<file path="config.mk">
export PLATFORM = sky130hd
export DESIGN_NAME = dcpwm_core
export DESIGN_NICKNAME = d
export VERILOG_FILES = /design/src/verilog/dcpwm_pkg.sv /design/src/verilog/dcpwm_core.sv
export SDC_FILE = /design/constraint.sdc
export NUM_CORES = 1
export LEC_CHECK = 0
export ABC_AREA = 1
export CORE_MARGIN = 4
export CORE_UTILIZATION = 35
export DETAILED_ROUTE_END_ITERATION = 10
export DONT_BUFFER_PORTS = 1
export GPL_TIMING_DRIVEN = 0
export PLACE_DENSITY = 0.46
export SLEW_MARGIN = 25
export SYNTH_ARGS = -nofsm -noshare
export SYNTH_HDL_FRONTEND = slang
export SYNTH_SLANG_ARGS = --single-unit
</file>
<file path="constraint.sdc">
create_clock -name clock -period 3.36 [get_ports clock]
set_input_delay 0.336 -clock clock [delete_from_list [all_inputs] [get_ports clock]]
set_output_delay 0.336 -clock clock [all_outputs]
set_load 0.05 [all_outputs]
</file>
<file path="src/verilog/dcpwm_pkg.sv">
// Package with register offsets, control fields, modes and types of the dual channel modulator
package dcpwm_pkg;
	// Special function register addresses
	localparam logic [7:0] ADDR_PULSE_LOW = 8'h00_B1;
	localparam logic [7:0] ADDR_PULSE_HIGH = 8'h00_B2;
	localparam logic [7:0] ADDR_CYCLE_LOW = 8'h00_B3;
	localparam logic [7:0] ADDR_CYCLE_HIGH = 8'h00_B4;
	localparam logic [7:0] ADDR_CONTROL = 8'h00_AE;
	// Reset values
	localparam logic [7:0] RESET_DATA = 8'h00_00;
	localparam logic [7:0] RESET_CONTROL = 8'h00_00;
	// Control field positions
	localparam int MODE_MSB = 6;
	localparam int MODE_LSB = 4;
	localparam int DIV_MSB = 3;
	localparam int DIV_LSB = 2;
	localparam int SRC_MSB = 1;
	localparam int SRC_LSB = 0;
	localparam logic [7:0] CONTROL_MASK = 8'h00_7F;
	// Divider terminal counts for divide by 1, 4, 16, 64
	localparam logic [5:0] DIV_TC_1 = 6'h00;
	localparam logic [5:0] DIV_TC_4 = 6'h03;
	localparam logic [5:0] DIV_TC_16 = 6'h0F;
	localparam logic [5:0] DIV_TC_64 = 6'h3F;
	// Operating modes
	typedef enum logic [2:0] {
		MODE_OFF = 3'h0,
		MODE_SINGLE = 3'h1,
		MODE_TWIN8 = 3'h2,
		MODE_TWIN16 = 3'h3,
		MODE_NRZ = 3'h4,
		MODE_DUAL8 = 3'h5,
		MODE_RZ = 3'h6,
		MODE_HOLD = 3'h7
	} dcpwm_mode_type;
	// Register bus request
	typedef struct packed {
		logic write;
		logic read;
		logic [7:0] addr;
		logic [7:0] wdata;
	} dcpwm_sfr_req_type;
	// Pin drive pair
	typedef struct packed {
		logic first;
		logic second;
	} dcpwm_pins_type;
endpackage

</file>
<file path="src/verilog/dcpwm_core.sv">
// Dual channel pulse width and pulse density modulator with its register file
`timescale 1ns/1ps
// Notes on behaviour
// - Mode 0 stops waveforms and releases both pins to normal port use.
// - Mode 1: one output, period from cycle width, high time from pulse width.
// - Mode 2 uses cycle width low byte as common period of both outputs.
// - Mode 2 drops first output when counter equals pulse width low byte.
// - Mode 2 second output rises at cycle high match, falls at pulse high match.
// - Mode 2 with cycle high byte zero starts both outputs together.
// - Mode 3 counter spans full 16-bit range, ignoring cycle width.
// - Mode 3 first output high below pulse width, low from match to wrap.
// - Mode 3 second output high below cycle width, low from match to wrap.
// - Mode 3 both outputs rise together when the counter wraps to zero.
// - Mode 4 first output high exactly pulse-width clocks per 65536.
// - Mode 4 second output high exactly cycle-width clocks per 65536.
// - Pulse density spreads high clocks evenly instead of grouping them.
// - Mode 6 is mode 4 with each high clock returned to zero halfway.
// - Mode 6 first output duty from pulse width bytes, second from cycle width bytes.
// - Both outputs share one clock source and one divider.
// - Mode 5 gives two 8-bit outputs with separate duty and a shared 256-tick period.
// - Mode 7 disables waveforms, pins serve normal port function.
// - Four data bytes are read/write and reset to zero.
// - Mode field sits at control bits 6 to 4, codes 0 to 7.
// - Any write to the control register resets the counter.
// - Low byte goes to a shadow; high byte write commits both at cycle end.
// - Clock source by control bits 1:0, divided 1/4/16/64 by bits 3:2.
module dcpwm_core (
	// Clock and reset
	input wire logic clock,
	input wire logic reset_n,
	// Clock sources for the modulator, taken as synchronous levels
	input wire logic [3:0] sourceTick,
	// Register bus
	input wire dcpwm_pkg::dcpwm_sfr_req_type sfrReq,
	output logic [7:0] sfrRdata,
	output logic sfrHit,
	// Pins
	output dcpwm_pkg::dcpwm_pins_type pinOut,
	output logic pinOe
);

	////////////////////////////////////////////////////////////////////////
	logic [7:0] pulseLow_r, pulseHigh_r, cycleLow_r, cycleHigh_r;
	logic [7:0] pulseLowShadow_r, cycleLowShadow_r;
	logic [15:0] pulseAct_r, cycleAct_r;
	logic pulsePend_r, cyclePend_r;
	logic [7:0] control_r;
	logic [5:0] divCnt_r;
	logic [15:0] count_r;
	logic [16:0] accFirst_r, accSecond_r;
	logic outFirst_r, outSecond_r, rzPhase_r, rzFirst_r, rzSecond_r;
	logic srcPrev_r;
	logic pwmTick, cycleEnd, ctlWrite, srcLevel;
	logic [5:0] divTc;
	dcpwm_pkg::dcpwm_mode_type mode;

	// Byte-wide write strobe for a given address
	function automatic logic hitWrite(input dcpwm_pkg::dcpwm_sfr_req_type r, input logic [7:0] a);
		hitWrite = r.write && (r.addr == a);
	endfunction

	assign mode = dcpwm_pkg::dcpwm_mode_type'(control_r[dcpwm_pkg::MODE_MSB:dcpwm_pkg::MODE_LSB]);
	assign ctlWrite = hitWrite(sfrReq, dcpwm_pkg::ADDR_CONTROL);

	////////////////////////////////////////////////////////////////////////
	// Control register; bit 7 is not implemented and reads zero
	always_ff @(posedge clock or negedge reset_n) begin
		if (!reset_n) begin
			control_r <= dcpwm_pkg::RESET_CONTROL;
		end else if (ctlWrite) begin
			control_r <= sfrReq.wdata & dcpwm_pkg::CONTROL_MASK;
		end
	end

	// Data bytes; low bytes also feed a shadow that only the high write commits
	always_ff @(posedge clock or negedge reset_n) begin
		if (!reset_n) begin
			pulseLow_r <= dcpwm_pkg::RESET_DATA;
			pulseHigh_r <= dcpwm_pkg::RESET_DATA;
			cycleLow_r <= dcpwm_pkg::RESET_DATA;
			cycleHigh_r <= dcpwm_pkg::RESET_DATA;
			pulseLowShadow_r <= dcpwm_pkg::RESET_DATA;
			cycleLowShadow_r <= dcpwm_pkg::RESET_DATA;
		end else begin
			if (hitWrite(sfrReq, dcpwm_pkg::ADDR_PULSE_LOW)) begin
				pulseLowShadow_r <= sfrReq.wdata;
			end
			if (hitWrite(sfrReq, dcpwm_pkg::ADDR_CYCLE_LOW)) begin
				cycleLowShadow_r <= sfrReq.wdata;
			end
			if (hitWrite(sfrReq, dcpwm_pkg::ADDR_PULSE_HIGH)) begin
				pulseHigh_r <= sfrReq.wdata;
				pulseLow_r <= pulseLowShadow_r;
			end
			if (hitWrite(sfrReq, dcpwm_pkg::ADDR_CYCLE_HIGH)) begin
				cycleHigh_r <= sfrReq.wdata;
				cycleLow_r <= cycleLowShadow_r;
			end
		end
	end

	// Read mux; low bytes read the shadow so a read after write returns it
	always_comb begin
		sfrRdata = 8'h00;
		sfrHit = 1'b1;
		case (sfrReq.addr)
			dcpwm_pkg::ADDR_PULSE_LOW: sfrRdata = pulseLowShadow_r;
			dcpwm_pkg::ADDR_PULSE_HIGH: sfrRdata = pulseHigh_r;
			dcpwm_pkg::ADDR_CYCLE_LOW: sfrRdata = cycleLowShadow_r;
			dcpwm_pkg::ADDR_CYCLE_HIGH: sfrRdata = cycleHigh_r;
			dcpwm_pkg::ADDR_CONTROL: sfrRdata = control_r;
			default: sfrHit = 1'b0;
		endcase
	end

	// Committed values take effect at cycle end; pending flags track high writes
	always_ff @(posedge clock or negedge reset_n) begin
		if (!reset_n) begin
			pulsePend_r <= 1'b0;
			cyclePend_r <= 1'b0;
			pulseAct_r <= 16'h0000;
			cycleAct_r <= 16'h0000;
		end else begin
			// Only a committed pair moves at cycle end; a control write reloads both
			if (ctlWrite || (cycleEnd && pulsePend_r)) begin
				pulseAct_r <= {pulseHigh_r, pulseLow_r};
			end
			if (ctlWrite || (cycleEnd && cyclePend_r)) begin
				cycleAct_r <= {cycleHigh_r, cycleLow_r};
			end
			// Set by a new high write wins over the commit clearing it
			pulsePend_r <= hitWrite(sfrReq, dcpwm_pkg::ADDR_PULSE_HIGH) || (pulsePend_r && !cycleEnd);
			cyclePend_r <= hitWrite(sfrReq, dcpwm_pkg::ADDR_CYCLE_HIGH) || (cyclePend_r && !cycleEnd);
		end
	end

	////////////////////////////////////////////////////////////////////////
	// Source select and edge detect: one shared tick for both channels
	assign srcLevel = sourceTick[control_r[dcpwm_pkg::SRC_MSB:dcpwm_pkg::SRC_LSB]];

	always_comb begin
		case (control_r[dcpwm_pkg::DIV_MSB:dcpwm_pkg::DIV_LSB])
			2'd0: divTc = dcpwm_pkg::DIV_TC_1;
			2'd1: divTc = dcpwm_pkg::DIV_TC_4;
			2'd2: divTc = dcpwm_pkg::DIV_TC_16;
			default: divTc = dcpwm_pkg::DIV_TC_64;
		endcase
	end

	always_ff @(posedge clock or negedge reset_n) begin
		if (!reset_n) begin
			srcPrev_r <= 1'b0;
		end else begin
			srcPrev_r <= srcLevel;
		end
	end

	// Divider counts source rising edges; restarted with the counter
	always_ff @(posedge clock or negedge reset_n) begin
		if (!reset_n) begin
			divCnt_r <= 6'h00;
		end else if (ctlWrite) begin
			divCnt_r <= 6'h00;
		end else if (srcLevel && !srcPrev_r) begin
			divCnt_r <= (divCnt_r >= divTc) ? 6'h00 : divCnt_r + 6'h01;
		end
	end
	assign pwmTick = srcLevel && !srcPrev_r && (divCnt_r >= divTc);

	////////////////////////////////////////////////////////////////////////
	// Period end per mode; mode 3 and density modes use the full range
	always_comb begin
		case (mode)
			dcpwm_pkg::MODE_SINGLE: cycleEnd = pwmTick && (count_r >= cycleAct_r);
			dcpwm_pkg::MODE_TWIN8: cycleEnd = pwmTick && (count_r[7:0] >= cycleAct_r[7:0]);
			dcpwm_pkg::MODE_DUAL8: cycleEnd = pwmTick && (count_r[7:0] >= 8'hFF);
			default: cycleEnd = pwmTick && (count_r == 16'hFFFF);
		endcase
	end

	// Main counter; a control write restarts it and mode 7 holds it in reset
	always_ff @(posedge clock or negedge reset_n) begin
		if (!reset_n) begin
			count_r <= 16'h0000;
		end else if (ctlWrite || mode == dcpwm_pkg::MODE_HOLD || mode == dcpwm_pkg::MODE_OFF) begin
			count_r <= 16'h0000;
		end else if (cycleEnd) begin
			count_r <= 16'h0000;
		end else if (pwmTick) begin
			count_r <= count_r + 16'h0001;
		end
	end

	////////////////////////////////////////////////////////////////////////
	// Density accumulators; carry out marks a high clock, spreading them evenly
	always_ff @(posedge clock or negedge reset_n) begin
		if (!reset_n) begin
			accFirst_r <= 17'h0_0000;
			accSecond_r <= 17'h0_0000;
		end else if (ctlWrite) begin
			accFirst_r <= 17'h0_0000;
			accSecond_r <= 17'h0_0000;
		end else if (pwmTick) begin
			accFirst_r <= {1'b0, accFirst_r[15:0]} + {1'b0, pulseAct_r};
			accSecond_r <= {1'b0, accSecond_r[15:0]} + {1'b0, cycleAct_r};
		end
	end

	// Waveform state per mode; PWM modes start each cycle first output high, second high in modes 3, 5 (mode 2: cycle high zero)
	always_ff @(posedge clock or negedge reset_n) begin
		if (!reset_n) begin
			outFirst_r <= 1'b0;
			outSecond_r <= 1'b0;
		end else if (ctlWrite) begin
			outFirst_r <= 1'b1;
			outSecond_r <= (mode == dcpwm_pkg::MODE_TWIN8) ? 1'b0 : 1'b1;
		end else if (pwmTick) begin
			case (mode)
				dcpwm_pkg::MODE_SINGLE: begin
					outFirst_r <= cycleEnd || ((count_r + 16'h0001) < pulseAct_r);
					outSecond_r <= 1'b0;
				end
				dcpwm_pkg::MODE_TWIN8: begin
					// Next count decides the level; zero rise time keeps both in step
					outFirst_r <= cycleEnd || ((count_r[7:0] + 8'h01) != pulseAct_r[7:0] && outFirst_r);
					if (cycleEnd) begin
						outSecond_r <= (cycleAct_r[15:8] == 8'h00);
					end else if ((count_r[7:0] + 8'h01) == cycleAct_r[15:8]) begin
						outSecond_r <= 1'b1;
					end else if ((count_r[7:0] + 8'h01) == pulseAct_r[15:8]) begin
						outSecond_r <= 1'b0;
					end
				end
				dcpwm_pkg::MODE_TWIN16: begin
					outFirst_r <= cycleEnd || ((count_r + 16'h0001) < pulseAct_r);
					outSecond_r <= cycleEnd || ((count_r + 16'h0001) < cycleAct_r);
				end
				dcpwm_pkg::MODE_DUAL8: begin
					outFirst_r <= cycleEnd || ((count_r[7:0] + 8'h01) < pulseAct_r[7:0]);
					outSecond_r <= cycleEnd || ((count_r[7:0] + 8'h01) < pulseAct_r[15:8]);
				end
				dcpwm_pkg::MODE_NRZ, dcpwm_pkg::MODE_RZ: begin
					outFirst_r <= ({1'b0, accFirst_r[15:0]} + {1'b0, pulseAct_r}) > 17'h0_FFFF;
					outSecond_r <= ({1'b0, accSecond_r[15:0]} + {1'b0, cycleAct_r}) > 17'h0_FFFF;
				end
				default: begin
					outFirst_r <= 1'b0;
					outSecond_r <= 1'b0;
				end
			endcase
		end
	end

	////////////////////////////////////////////////////////////////////////
	// Return to zero: half phase counts source rising edges within one PWM clock.
	// Exact halving needs an even divider, hence divide by four works best.
	always_ff @(posedge clock or negedge reset_n) begin
		if (!reset_n) begin
			rzPhase_r <= 1'b0;
		end else if (pwmTick) begin
			rzPhase_r <= 1'b1;
		end else if (divCnt_r >= {1'b0, divTc[5:1]}) begin
			rzPhase_r <= 1'b0;
		end
	end

	// Registered pin drive, gated low in the second half for mode 6
	always_ff @(posedge clock or negedge reset_n) begin
		if (!reset_n) begin
			rzFirst_r <= 1'b0;
			rzSecond_r <= 1'b0;
		end else if (mode == dcpwm_pkg::MODE_RZ) begin
			rzFirst_r <= outFirst_r && (rzPhase_r || pwmTick);
			rzSecond_r <= outSecond_r && (rzPhase_r || pwmTick);
		end else begin
			rzFirst_r <= outFirst_r;
			rzSecond_r <= outSecond_r;
		end
	end

	// Pin ownership: off and hold modes hand the pins back to the port
	assign pinOe = !(mode == dcpwm_pkg::MODE_OFF || mode == dcpwm_pkg::MODE_HOLD);
	assign pinOut.first = pinOe && rzFirst_r;
	assign pinOut.second = pinOe && rzSecond_r && (mode != dcpwm_pkg::MODE_SINGLE);

endmodule

</file>
Word-level counts from Yosys, hierarchy flattened
Index checks and enable logic that the tools add are counted.
- bits in registers: 149
- bits of input ports: 24
- add/subtract/negate cells: 5
- order comparisons: 12
- equality and inequality tests: 20
- mux-type cells: 30
- reductions and logical operators: 48
- operators with widths (kind ; count):
    $mux W16 ; 7
    $eq A8 B8 Y1 const B ; 5
    $pmux W8 S5 ; 1
    $add A16 B16 Y17 ; 2
    $gt A17 B16 Y1 const B ; 2
    $lt A16 B16 Y1 ; 2
    $logic_and A1 B1 Y1 ; 21
    $mux W6 ; 3
    $pmux W6 S3 ; 1
    $add A16 B1 Y16 const B ; 1
    $eq A16 B16 Y1 const B ; 1
    $eq A8 B8 Y1 ; 2
    $ge A16 B16 Y1 ; 1
    $lt A8 B8 Y1 ; 2
    $mux W1 ; 14
    $logic_or A1 B1 Y1 ; 13
    $eq A3 B3 Y1 const B ; 4
    $add A8 B1 Y8 const B ; 1
    $ge A8 B8 Y1 ; 1
    $ge A8 B8 Y1 const B ; 1
    $logic_not A8 Y1 ; 1
    $ne A8 B8 Y1 ; 1
    $pmux W1 S4 ; 2
    $add A6 B1 Y6 const B ; 1
    19 further kinds ; 25

Longest topological paths before layout
- word-level depth: 10
- depth in mapped cells: 21
- depth with buffers taken out: 21

Least setup slack after synthesis
No wires, ideal clock.
- path kind: flip-flop to flip-flop
- start: reg count_r[2]
- end: reg outSecond_r
- arrival: 2.482 ns
- data required time: 3.244 ns
- path slack: 0.761 ns
- stages on the path, launching flop included: 22
- buffers on the path: 0
- cell sequence: dfrtp_1 nand2_1 nor2_1 nand3_1 inv_1 nand2_1 nor3_1 nand3_1 xor2_1 inv_1 ha_1 nand2_1 nor4_1 nand2_1 nand3_1 nand2_1 inv_1 nand2_1 nand2_1 nand3_1 nand2_1 nand2_1
- longest elaborated chain between the ends: 7
- RTL lines (what ; line ; text):
    start: declaration ; dcpwm_core.sv:49 ; logic [15:0] count_r;
    start signal: assignment ; dcpwm_core.sv:190 ; count_r <= count_r + 16'h0001;
    parallel branches: the longest is 7 deep, another holds $add A16 B1 Y16 ; n/a ;
    end signal: assignment ; dcpwm_core.sv:216 ; outSecond_r <= (mode == dcpwm_pkg::MODE_TWIN8) ? 1'b0 : 1'b1;
    end signal: assignment ; dcpwm_core.sv:227 ; outSecond_r <= (cycleAct_r[15:8] == 8'h00);
    end signal: assignment ; dcpwm_core.sv:236 ; outSecond_r <= cycleEnd || ((count_r + 16'h0001) < cycleAct_r);
    end: declaration ; dcpwm_core.sv:51 ; logic outFirst_r, outSecond_r, rzPhase_r, rzFirst_r, rzSecond_r;
Parallel ways; which one is timed is not known. The select of a mux whose other input is x is not followed.
A chain may end at the register's enable or synchronous reset.

==> results.yml <==
status:
  status: "finished, violations left"
  violations: "hold timing"
synth:
  synthesis.nets: 1352
  ys_ff_latch: 149
  ys_seq_area_share_pct: 38.4
  synth_cell_types: 50
  netlist_area_um2: 9720
  synthFlopType: "dfrtp_1"
  yosys_warnings: 0
  synthCells: 1228
  synth-edff-count: 0
  async_flop_share_pct: 100
  syn_area_per_cell_um2: 7.91
clock_network:
  ctsHoldBuffers: 1
  post_cts_buffers: 0
  clk_path_buf_depth: 2
  cts_max_level: 4
  cts_sinks: 149
  cts_buffers: 17
  path_clk_slew_ns: 0.08
  cts_tree: "built"
  cts_root_buf: "clkbuf_16"
  clk_latency_ns: 0.43
power:
  p_per_area_nw_per_um2: 620
  peakVddDrop_mv: 0.272
  power_leakage_nw: 5.55
cells_and_area:
  finalInstanceArea_um2: 10900
  diodes: 0
  drive_above_1_share_pct: 8.25
  fin_nets: 1372
  num-fill-cells: 2799
  syn_to_final_growth_pct: 11.7
  fin_util_pct: 40.0
place:
  portBuffers: 0
  post-place-ws_ns: 0.171
  hpwl_mm: 22.1
  place_area_um2: 10200
  gp_congestion: 0.842
critical_path:
  r2r_cells: 21
  cp.depth: 6
  required_ns: 3.02
  worst-path-max-fanout: 7
  endpoint: "pinOut[0]"
  cp_common_cell: "nor2_1"
  r2r-start: "count_r[2]"
  critPathMaxStageDelay_ns: 0.71
  crit_start: "control_r[6]"
  cp-end-kind: "output pin"
  critPathLaunchType: "flip-flop"
  r2r_setup_slack_ns: 0.36
  critPathKind: "flip-flop to output pin"
  cp.arrival_ns: 2.69
  cp_top_family: "simple AND/OR/NAND/NOR gates"
  crit_slowest_cell: "nor2_1"
  crit_chain: "inv_2, nor2_1, nor2_1, inv_1, nand2_1, nor2_1"
  r2r-end: "outSecond_r"
  crit_buf_inv: 2
floorplanning:
  die_y_um: 175
  ios: 36
  die_w_um: 175
  coreArea_um2: 27100
  initial_utilization_pct: 35.9
  die_area_um2: 30500
  fp-row-count: 60
detailed_routing:
  vias: 8062
  drc_errors: 0
  drt_iter0_drc: 420
  route.detailed.wl_per_inst_um: 17.6
  first_pass_iters: 5
  ant_nets: 0
  finalWirelength_mm: 28.8
  vias_per_cell: 4.94
sta:
  finalClockSkew_ns: 0.0157
  period_needed_ns: 3.03
  grt_setup_unrepaired: "false"
  finalSetupViolCount: 0
  timing.hold.ws_ns: -0.413
  finalWorstSetupSlack_ns: 0.330
  min_period_over_period_pct: 90.2
  slew_headroom_pct: 35.5
  tns_ns: 0
  max_freq_mhz: 330
  worst_pin_slew_ns: 0.961
  final_max_slew_viol_count: 0
  hold_viol_final: 149
global_routing:
  grt_pass1_wl_mm: 46.3
  antenna_found_initial: 0
  grt_pass1_vias: 8131
  grt_max_degree: 150
  globalRouteOverflowTotal: 0
  track_usage_pct: 19.4
min_path:
  worstHoldPathType: "input pin to asynchronous set/reset pin"
run:
  maxCapViolCount: 0
==> state kept, by name, summed over array words and instances (netlist names) <==
register          flops
accFirst_r           16
accSecond_r          16
control_r             7
count_r              16
cycleAct_r           16
cycleHigh_r           8
cycleLowShadow_r      8
cycleLow_r            8
cyclePend_r           1
divCnt_r              6
outFirst_r            1
outSecond_r           1
pulseAct_r           16
pulseHigh_r           8
pulseLowShadow_r      8
pulseLow_r            8
pulsePend_r           1
rzFirst_r             1
rzPhase_r             1
rzSecond_r            1
srcPrev_r             1
==> area by class of cell <==
cell class,instances,area (um2),share of cell area [%]
inverter,155,589,5.43
clock buffer,17,425,3.92
multi-input combinational,902,5260,48.5
timing repair buffer,1,10.0,0.0922
buffer,22,160,1.48
tap,372,465,4.29
clock inverter,15,206,1.90
sequential,149,3730,34.4
==> cells in the mapped netlist, drive strengths merged, types with 3 or more instances <==
cell type | count | share of area, %
a221oi | 5 | 0.45
o21ai | 141 | 7.6
mux2 | 8 | 0.93
nor3 | 14 | 0.89
ha | 98 | 13
o21a | 10 | 0.77
clkbuf | 7 | 0.27
dfrtp | 149 | 38
o22ai | 13 | 0.84
o21bai | 4 | 0.31
inv | 154 | 6.0
xor2 | 22 | 2.0
a21oi | 64 | 3.3
a31oi | 3 | 0.19
nand2 | 340 | 14
nor2 | 80 | 3.6
buf | 15 | 1.4
nand4 | 9 | 0.58
xnor2 | 7 | 0.63
nand3 | 59 | 3.3
nor4 | 5 | 0.39
a21o | 3 | 0.23
==> worst reg2reg max path, delay by kind of cell (launching register included) <==
family | cells | cell delay, ns
AND/OR/NAND/NOR | 16 | 1.68
buffers and inverters | 3 | 0.26
XOR/XNOR | 1 | 0.18
flip-flops | 1 | 0.43
adder cells (fa/ha/maj) | 1 | 0.32
==> where the power goes <==
group,internal [mW],leakage [nW],switching [mW]
clock network,1.02,0.303,0.984
logic,0.932,3.45,1.52
registers,2.07,1.79,0.205
==> stage by stage <==
step	std cells	total power, mW
floorplan	1228	4.17
global placement	1600	4.74
detailed placement	1600	4.75
CTS	1633	6.79
global route	1633	7.28
finish	1633	6.73
==> cell usage in the layout (no fill, tap or decap), types with 5 or more instances in the layout <==
| master | n |
|---|---|
| a21oi_1 | 64 |
| a221oi_1 | 5 |
| buf_2 | 7 |
| buf_6 | 7 |
| clkbuf_1 | 7 |
| clkbuf_16 | 17 |
| clkinv_8 | 8 |
| dfrtp_1 | 146 |
| ha_1 | 98 |
| inv_1 | 146 |
| inv_2 | 7 |
| mux2_2 | 8 |
| nand2_1 | 332 |
| nand3_1 | 55 |
| nand4_1 | 9 |
| nor2_1 | 71 |
| nor2_2 | 6 |
| nor3_1 | 11 |
| o21a_1 | 10 |
| o21ai_0 | 115 |
| o21ai_1 | 17 |
| o21ai_2 | 9 |
| o22ai_1 | 13 |
| xnor2_1 | 7 |
| xor2_1 | 22 |
==> worst min path at each step <==
stage / cells after the start / end / slack [ns]
5_1_grt: 0 / accFirst_r[5] / -0.44
4_1_cts: 0 / pulseLowShadow_r[2] / -0.43
2_1_floorplan: 0 / accFirst_r[0] / 0.04
6_report: 0 / accFirst_r[5] / -0.41
3_3_place_gp: 0 / accFirst_r[6] / 0.05
3_5_place_dp: 0 / accFirst_r[5] / 0.05
==> cell families after synthesis <==
group | after synthesis | share of synthesized area (%)
flip-flops | 149 | 38.4
AND/OR/NAND/NOR | 510 | 22.5
AO/OA/AOI/OAI | 254 | 14.6
multiplexers | 8 | 0.927
XOR/XNOR | 30 | 2.84
buffers and inverters | 177 | 7.71
adder cells (fa/ha/maj) | 100 | 13.0
==> what timing repair did <==
action,CTS,global route
resized for setup,0,6
hold endpoints to repair,150,149
setup endpoints to repair,0,2
==> metal layers <==
layer / vias up / share of wire (%) / GRT usage [%]
met4: 0 / 2.2 / 5.47
li1: 4124 / - / -
met3: 37 / 3.5 / 3.81
met2: 134 / 46 / 31.9
met1: 3767 / 48 / 26.3
met5: - / 0 / 0
No activity file was read; power rests on OpenSTA's default activity.
